<file path="config.mk">
export PLATFORM = sky130hd
export DESIGN_NAME = float_mode_pulse_sign_control
export DESIGN_NICKNAME = d
export VERILOG_FILES = /design/src/float_sign_pkg.sv /design/src/float_mode_pulse_sign_control.sv /design/src/float_pulse_timer.sv
export SDC_FILE = /design/constraint.sdc
export NUM_CORES = 1
export LEC_CHECK = 0
export BUFFER_PORTS_ARGS = -buffer_cell sky130_fd_sc_hd__buf_2
export CAP_MARGIN = 0
export CORE_MARGIN = 2
export CORE_UTILIZATION = 59
export CTS_CLUSTER_DIAMETER = 30
export DETAILED_ROUTE_END_ITERATION = 7
export PLACE_DENSITY = 0.78
export SKIP_CTS_REPAIR_TIMING = 1
export SYNTH_ARGS = -nofsm -noshare
export SYNTH_HDL_FRONTEND = slang
export SYNTH_SLANG_ARGS = --single-unit
</file>
<file path="constraint.sdc">
create_clock -name clk -period 4.06 [get_ports clk]
set_input_delay 0.609 -clock clk [delete_from_list [all_inputs] [get_ports clk]]
set_output_delay 0.609 -clock clk [all_outputs]
set_load 0.03 [all_outputs]
</file>
<file path="src/float_sign_pkg.sv">
// What this block does
// - slot B float pulse width is five bits in 1 us steps, reset 3.
// - slot B delay to first float pulse is eight bits, reset 32.
// - slot B pair-two sign: 00 add, 01 +/-, 10 -/+, 11 subtract both.
// - slot A pair-two sign uses the same encodings, reset add both.
// - slot B pair-one sign: 00 add, 01 +/-, 10 -/+, 11 subtract both.
// - slot A pair-one sign uses the same encodings, reset add both.
// - sign pattern repeats every four pulses of a burst.
// - integrator buffer enable bit, reset zero, drives integrator reconfig.
// - slot B emitter select: 0 none, 1 first, 2 second emitter.
//
// Purpose: shared register map, field layouts and timing constants
// Assumes: 20 MHz clock, 16-bit register port
// Notes:   reserved bits are not stored and read as zero
package float_sign_pkg;

  localparam logic [7:0]  CFG_ADDR      = 8'h58;
  localparam logic [7:0]  TIMING_ADDR   = 8'h59;

  localparam logic [15:0] CFG_RESET     = 16'h0000;
  localparam logic [15:0] TIMING_RESET  = 16'h0320;
  localparam logic [15:0] CFG_WMASK     = 16'h0fe6;
  localparam logic [15:0] TIMING_WMASK  = 16'hdfff;

  localparam int          CLK_PERIOD_NS = 50;
  localparam int          STEP_NS       = 1000;
  localparam int          STEP_CYCLES   =
    (STEP_NS + CLK_PERIOD_NS - 1) / CLK_PERIOD_NS;

  localparam logic [1:0]  SEL_NONE      = 2'h0;
  localparam logic [1:0]  SEL_FIRST     = 2'h1;
  localparam logic [1:0]  SEL_SECOND    = 2'h2;

  typedef struct packed {
    logic [3:0] rsvd_hi;
    logic [1:0] slot_b_pair_two_sign;
    logic [1:0] slot_a_pair_two_sign;
    logic       integrator_buffer_enable;
    logic [1:0] slot_b_pair_one_sign;
    logic [1:0] rsvd_mid;
    logic [1:0] slot_a_pair_one_sign;
    logic       rsvd_lo;
  } cfg_t;

  typedef struct packed {
    logic [1:0] slot_b_float_emitter_select;
    logic       rsvd;
    logic [4:0] slot_b_float_pulse_width;
    logic [7:0] slot_b_float_first_pulse_delay;
  } timing_t;

  typedef enum logic [2:0] {
    T_IDLE  = 3'b001,
    T_DELAY = 3'b010,
    T_PULSE = 3'b100
  } tstate_t;

endpackage : float_sign_pkg
</file>
<file path="src/float_mode_pulse_sign_control.sv">
// Purpose: float-mode configuration registers and signed burst accumulation
// Assumes: register port and sample strobes come from same-clock logic
// Notes:   burst start and a sample in one cycle: clear, then add sample
`timescale 1ns/1ps
`default_nettype none
module float_mode_pulse_sign_control #(
  parameter int SAMPLE_W = 14,
  parameter int ACC_W    = 20
) (
  input  wire logic                    clk,
  input  wire logic                    reset,
  input  wire logic                    ce,
  input  wire logic [7:0]              reg_addr,
  input  wire logic [15:0]             reg_wdata,
  input  wire logic                    reg_wr,
  input  wire logic                    reg_rd,
  output var  logic [15:0]             reg_rdata,
  input  wire logic                    slot_b_start,
  input  wire logic                    burst_start_a,
  input  wire logic                    burst_start_b,
  input  wire logic                    sample_valid,
  input  wire logic                    sample_slot_b,
  input  wire logic [SAMPLE_W-1:0]     sample_data,
  output var  logic                    integrator_buffer_enable,
  output var  logic [1:0]              emitter_drive,
  output var  logic signed [ACC_W-1:0] accum_a,
  output var  logic signed [ACC_W-1:0] accum_b
);

  typedef struct packed {
    float_sign_pkg::cfg_t    cfg;
    float_sign_pkg::timing_t tim;
    logic [15:0]             rdata;
    logic [1:0]              idx_a;
    logic [1:0]              idx_b;
    logic [ACC_W-1:0]        acc_a;
    logic [ACC_W-1:0]        acc_b;
  } state_t;

  state_t s_reg;
  state_t s_next;

  // sign of a pulse: bit 1 of a pair field is the first, bit 0 the second
  function automatic logic subtract_pulse(input logic [1:0] one,
                                          input logic [1:0] two,
                                          input logic [1:0] idx);
    unique case (idx)
      2'h0: subtract_pulse = one[1];
      2'h1: subtract_pulse = one[0];
      2'h2: subtract_pulse = two[1];
      2'h3: subtract_pulse = two[0];
    endcase
  endfunction : subtract_pulse

  function automatic logic [ACC_W-1:0] signed_term(
      input logic [SAMPLE_W-1:0] smp, input logic neg);
    logic [ACC_W-1:0] ext;
    ext = ACC_W'(smp);
    signed_term = neg ? ACC_W'(-ext) : ext;
  endfunction : signed_term

  always_comb begin
    s_next = s_reg;
    if (reg_wr) begin
      if (reg_addr == float_sign_pkg::CFG_ADDR) begin
        s_next.cfg = reg_wdata & float_sign_pkg::CFG_WMASK;
      end else if (reg_addr == float_sign_pkg::TIMING_ADDR) begin
        s_next.tim = reg_wdata & float_sign_pkg::TIMING_WMASK;
      end
    end
    if (reg_rd) begin
      if (reg_addr == float_sign_pkg::CFG_ADDR) begin
        s_next.rdata = s_reg.cfg;
      end else if (reg_addr == float_sign_pkg::TIMING_ADDR) begin
        s_next.rdata = s_reg.tim;
      end else begin
        s_next.rdata = 16'h0000;
      end
    end
    if (burst_start_a) begin
      s_next.idx_a = 2'h0;
      s_next.acc_a = '0;
    end
    if (burst_start_b) begin
      s_next.idx_b = 2'h0;
      s_next.acc_b = '0;
    end
    if (sample_valid && !sample_slot_b) begin
      s_next.acc_a = s_next.acc_a + signed_term(sample_data,
        subtract_pulse(s_reg.cfg.slot_a_pair_one_sign,
                       s_reg.cfg.slot_a_pair_two_sign,
                       s_next.idx_a));
      s_next.idx_a = s_next.idx_a + 2'h1;
    end
    if (sample_valid && sample_slot_b) begin
      s_next.acc_b = s_next.acc_b + signed_term(sample_data,
        subtract_pulse(s_reg.cfg.slot_b_pair_one_sign,
                       s_reg.cfg.slot_b_pair_two_sign,
                       s_next.idx_b));
      s_next.idx_b = s_next.idx_b + 2'h1;
    end
  end

  always_ff @(posedge clk) begin
    if (reset) begin
      s_reg.cfg   <= float_sign_pkg::CFG_RESET;
      s_reg.tim   <= float_sign_pkg::TIMING_RESET;
      s_reg.rdata <= 16'h0000;
      s_reg.idx_a <= 2'h0;
      s_reg.idx_b <= 2'h0;
      s_reg.acc_a <= '0;
      s_reg.acc_b <= '0;
    end else if (ce) begin
      s_reg <= s_next;
    end
  end

  float_pulse_timer u_timer (
    .clk    (clk),
    .reset  (reset),
    .ce     (ce),
    .start  (slot_b_start),
    .delay  (s_reg.tim.slot_b_float_first_pulse_delay),
    .width  (s_reg.tim.slot_b_float_pulse_width),
    .select (s_reg.tim.slot_b_float_emitter_select),
    .drive  (emitter_drive)
  );

  assign reg_rdata                = s_reg.rdata;
  assign integrator_buffer_enable = s_reg.cfg.integrator_buffer_enable;
  assign accum_a                  = s_reg.acc_a;
  assign accum_b                  = s_reg.acc_b;

endmodule : float_mode_pulse_sign_control
`default_nettype wire

</file>
<file path="src/float_pulse_timer.sv">
// Purpose: slot B float-mode emitter pulse timer
// Assumes: start is a one-cycle pulse from logic on the same clock
// Notes:   settings are captured at start; a new start restarts the timer
`timescale 1ns/1ps
`default_nettype none
module float_pulse_timer (
  input  wire logic       clk,
  input  wire logic       reset,
  input  wire logic       ce,
  input  wire logic       start,
  input  wire logic [7:0] delay,
  input  wire logic [4:0] width,
  input  wire logic [1:0] select,
  output var  logic [1:0] drive
);

  localparam logic [4:0] TICK_LAST = 5'(float_sign_pkg::STEP_CYCLES - 1);

  typedef struct packed {
    float_sign_pkg::tstate_t st;
    logic [4:0]              tick;
    logic [7:0]              left;
    logic [4:0]              width;
    logic [1:0]              drive;
    logic [1:0]              sel_onehot;
  } state_t;

  state_t s_reg;
  state_t s_next;

  function automatic logic [1:0] onehot(input logic [1:0] sel);
    unique case (sel)
      float_sign_pkg::SEL_FIRST:  onehot = 2'h1;
      float_sign_pkg::SEL_SECOND: onehot = 2'h2;
      default:                    onehot = 2'h0;
    endcase
  endfunction : onehot

  always_comb begin
    s_next = s_reg;
    if (start) begin
      s_next.sel_onehot = onehot(select);
      s_next.width      = width;
      s_next.tick       = 5'h00;
      s_next.drive      = 2'h0;
      if (onehot(select) == 2'h0 || width == 5'h00) begin
        s_next.st = float_sign_pkg::T_IDLE;
      end else if (delay == 8'h00) begin
        s_next.st    = float_sign_pkg::T_PULSE;
        s_next.left  = {3'h0, width};
        s_next.drive = onehot(select);
      end else begin
        s_next.st   = float_sign_pkg::T_DELAY;
        s_next.left = delay;
      end
    end else begin
      unique case (s_reg.st)
        float_sign_pkg::T_IDLE: begin
          s_next.drive = 2'h0;
        end
        float_sign_pkg::T_DELAY: begin
          s_next.tick = s_reg.tick + 5'h01;
          if (s_reg.tick == TICK_LAST) begin
            s_next.tick = 5'h00;
            s_next.left = s_reg.left - 8'h01;
            if (s_reg.left == 8'h01) begin
              s_next.st    = float_sign_pkg::T_PULSE;
              s_next.left  = {3'h0, s_reg.width};
              s_next.drive = s_reg.sel_onehot;
            end
          end
        end
        float_sign_pkg::T_PULSE: begin
          s_next.tick = s_reg.tick + 5'h01;
          if (s_reg.tick == TICK_LAST) begin
            s_next.tick = 5'h00;
            s_next.left = s_reg.left - 8'h01;
            if (s_reg.left == 8'h01) begin
              s_next.st    = float_sign_pkg::T_IDLE;
              s_next.drive = 2'h0;
            end
          end
        end
        default: begin
          s_next.st    = float_sign_pkg::T_IDLE;
          s_next.drive = 2'h0;
        end
      endcase
    end
  end

  always_ff @(posedge clk) begin
    if (reset) begin
      s_reg <= '{st: float_sign_pkg::T_IDLE, default: '0};
    end else if (ce) begin
      s_reg <= s_next;
    end
  end

  assign drive = s_reg.drive;

endmodule : float_pulse_timer
`default_nettype wire

</file>
==> metrics.txt <==
maximum single-stage delay on the critical path 400 ps; Setup Skew 7.207 ps; cells taking the most area after synthesis sky130_fd_sc_hd__dfxtp_1 29%, sky130_fd_sc_hd__ha_1 7.3%, sky130_fd_sc_hd__nand2_1 6.6%; biggest fanout along the worst timing path 4; result of the run finished clean; via count 6909; number of enable-type register cells in the synthesized netlist 0; maximum number of pins on one net before global-route repair 55; Largest register FFs 27; DP Area 7747 um2; Main synth FF type sky130_fd_sc_hd__dfxtp_1; antenna violations before repair 0; transition time at the pin with the least slew margin 1056 ps; maximum clock frequency 267.4 MHz; Final #Nets 1096; Worst Hold Class register to register; switching power share of the total 0.2887; final hold viol count 0; ys async rst share 0; Post-Route Setup TNS 0 ps; syn avg cell area 7.720 um2; routability-driven placement congestion ratio 0.9428; endpoint of the lowest-slack register-to-register path accum_b[12]; deepest clock path buffer count 2; DRC viols 0; overall die width 116.7 um; number of cells traversed by the worst register-to-register path 13; setup violators final 0; Yosys top cell area share 0.2884; IO buf count 104; worst path cell trace buf_2 > inv_1 > ha_1 > nand2_1 > or3_1 > nand2b_1 > or3_1 > nand2_1 > xnor2_1 > ha_1 > inv_1 > o21ai_1 > a221o_1 > a221o_1 > a41oi_2 > xnor2_1 > a22o_1; post-route cell area 8013 um2; clock latency reported for the late side of the worst-skew pair 360 ps; origin of the critical flop-to-flop path s_reg[41]; beginning of the critical path sample_data[1]; cell area after synthesis 7496 um2; commonest cells in the synthesized netlist 131 x sky130_fd_sc_hd__nand2_1, 108 x sky130_fd_sc_hd__dfxtp_1, 97 x sky130_fd_sc_hd__a21oi_1; crit path launch type primary input; CTS H-tree lvls 3; shortest clock period the worst path allows after layout 3739 ps; number of detailed-route iterations in the first pass 5; Initial Util 0.5989; number of distinct library cells after synthesis 63; Crit path required time 4310 ps; clock root buffer sky130_fd_sc_hd__clkbuf_16; critical path's slowest cell sky130_fd_sc_hd__a221o_1; post-route antenna net violation count 0; capturing element type of the critical path register; total routed wirelength 18600 um; share of the yosys chip area belonging to registers 0.2884; Yosys warnings 0; die height 116.7 um; DR iter-0 viols 591; Psw 0.0006677 W; Mapped Cells 971; most numerous cell in the Yosys netlist sky130_fd_sc_hd__nand2_1; number of global-route vias before repair 6311; kind of critical path primary input to register; setup repair after global routing missed its margin false; clock tree from TritonCTS done; core footprint 12520 um2; Rel. slew slack 0.2958; P_int 0.001645 W; signed area change from the synthesized netlist to the final layout 6.894%; Seq cells post-synth 108; total inserted antenna cells 0; Critical Path Sink accum_b[18]; average via count per standard cell 5.865; count of pins on the block boundary 107; overall routing resource usage 0.2791; number of clock buffers inserted by TritonCTS 9; Leak 3.501 nW; total power per unit cell area 288.6 nW/um2; Max Cap Violations 0; part of the total power dissipated in combinational logic 0.169; final-layout worst hold slack 445.6 ps; setup slack on the worst flop-to-flop path 420 ps; library cell with the largest summed area after synthesis sky130_fd_sc_hd__dfxtp_1; clock group share of total power 0.355; final period utilization 0.9210; Clock transition at path regs 70 ps; fraction of the core area covered by cells at the end of the flow 0.6401; number of filler cells placed in the layout 1182; estimated wirelength of the detail-placed design 13670 um; Data arrival, critical path 3990 ps; average detailed-routed wire length per instance 15.79 um; share of cells above drive strength 1 0.1461; wire length of the first global-routing pass 30200 um; remaining global-route overflow 0; max-slew violations 0; synthesized net count 1065; Std-Cell Rows 41; number of instances on the worst hold path 2; Seq pwr share 0.476; DIE AREA 13620 um2; Clock Sink Count 108; VDD IR-drop max 189.2 uV
==> cell families after synthesis <==
family,after synthesis,share of synthesized area
and+or+nand+nor,373,0.2369
adders and majority gates,46,0.07879
AOI/OAI and AO/OA,252,0.2235
DFF,108,0.2884
buffers and inverters,123,0.09114
other,1,0.0005003
xor gates and xnor gates,63,0.07361
muxes,5,0.007177
==> power by group through the flow <==
stage	sequential, W	combinational [W]	clock, W
after floorplan	0.00112	0.000301	0
after global placement	0.00112	0.000381	0
after detailed placement	0.00112	0.000386	0
after CTS	0.00110	0.000388	0.000837
after global routing	0.00110	0.000430	0.000879
final	0.00110	0.000391	0.000822
==> critical path, delay by kind of cell <==
family                     cells  cell delay [ps]
adders and majority gates      2              490
and+or+nand+nor                5             1110
AOI/OAI and AO/OA              5             1240
xor gates and xnor gates       2              220
buffers and inverters          3              330
==> metrics by stage <==
stage	total power [W]	setup slack [ps]	instances
2_1_floorplan	0.001420	349.5	971
3_3_place_gp	0.001505	60.30	1163
3_5_place_dp	0.001511	1.282	1163
4_1_cts	0.002325	356.5	1178
5_1_grt	0.002412	125.9	1178
6_report	0.002313	320.6	1178
==> how the worst min path moves through the flow <==
stage | slack [ps] | start | end
after floorplan | 430 | reg_rdata[0] | reg_rdata[0]
after global placement | 440 | reg_rdata[4] | reg_rdata[4]
after detailed placement | 440 | reg_rdata[4] | reg_rdata[4]
after CTS | 450 | reg_rdata[12] | reg_rdata[12]
after global routing | 470 | reg_rdata[3] | reg_rdata[3]
final | 450 | reg_rdata[12] | reg_rdata[12]
==> metal layers <==
metal,global-route usage,vias up,wire (um)
li1,-,3426,-
met1,0.3667,3195,8371
met2,0.4501,238,8369
met3,0.05241,50,1205
met4,0.1184,0,650
met5,0,-,0
==> layout make-up <==
type | count | area, um2 | area share
clock inverter | 5 | 36.28 | 0.004528
clock buffer | 10 | 229.0 | 0.02858
timing repair buffer | 118 | 625.6 | 0.07808
inverter | 25 | 93.84 | 0.01171
sequential | 108 | 2162 | 0.2698
multi-input combinational | 740 | 4651 | 0.5804
tap | 172 | 215.2 | 0.02686
==> cell usage in the layout (no fill, tap or decap), types with 4 or more instances in the layout <==
master                        n
sky130_fd_sc_hd__buf_4       14
sky130_fd_sc_hd__dfxtp_1    108
sky130_fd_sc_hd__nor2b_1     46
sky130_fd_sc_hd__nand2b_1     8
sky130_fd_sc_hd__xor2_1      24
sky130_fd_sc_hd__nor2_1      86
sky130_fd_sc_hd__buf_2      104
sky130_fd_sc_hd__o211ai_1     8
sky130_fd_sc_hd__nand4_1      6
sky130_fd_sc_hd__or4_1        4
sky130_fd_sc_hd__a21o_1      21
sky130_fd_sc_hd__a221oi_1    12
sky130_fd_sc_hd__nand3_1     25
sky130_fd_sc_hd__o21ai_1      9
sky130_fd_sc_hd__a311oi_1     4
sky130_fd_sc_hd__or3_1       12
sky130_fd_sc_hd__a21oi_1     97
sky130_fd_sc_hd__nand2_1    131
sky130_fd_sc_hd__nor3_1      24
sky130_fd_sc_hd__and3_1       8
sky130_fd_sc_hd__o21ai_0     23
sky130_fd_sc_hd__xnor2_1     39
sky130_fd_sc_hd__ha_1        44
sky130_fd_sc_hd__clkbuf_16    9
sky130_fd_sc_hd__a22oi_1     14
sky130_fd_sc_hd__o21a_1       7
sky130_fd_sc_hd__a22o_1      20
sky130_fd_sc_hd__a211oi_1     5
sky130_fd_sc_hd__inv_1       25
No activity file was read; power rests on OpenSTA's default activity.
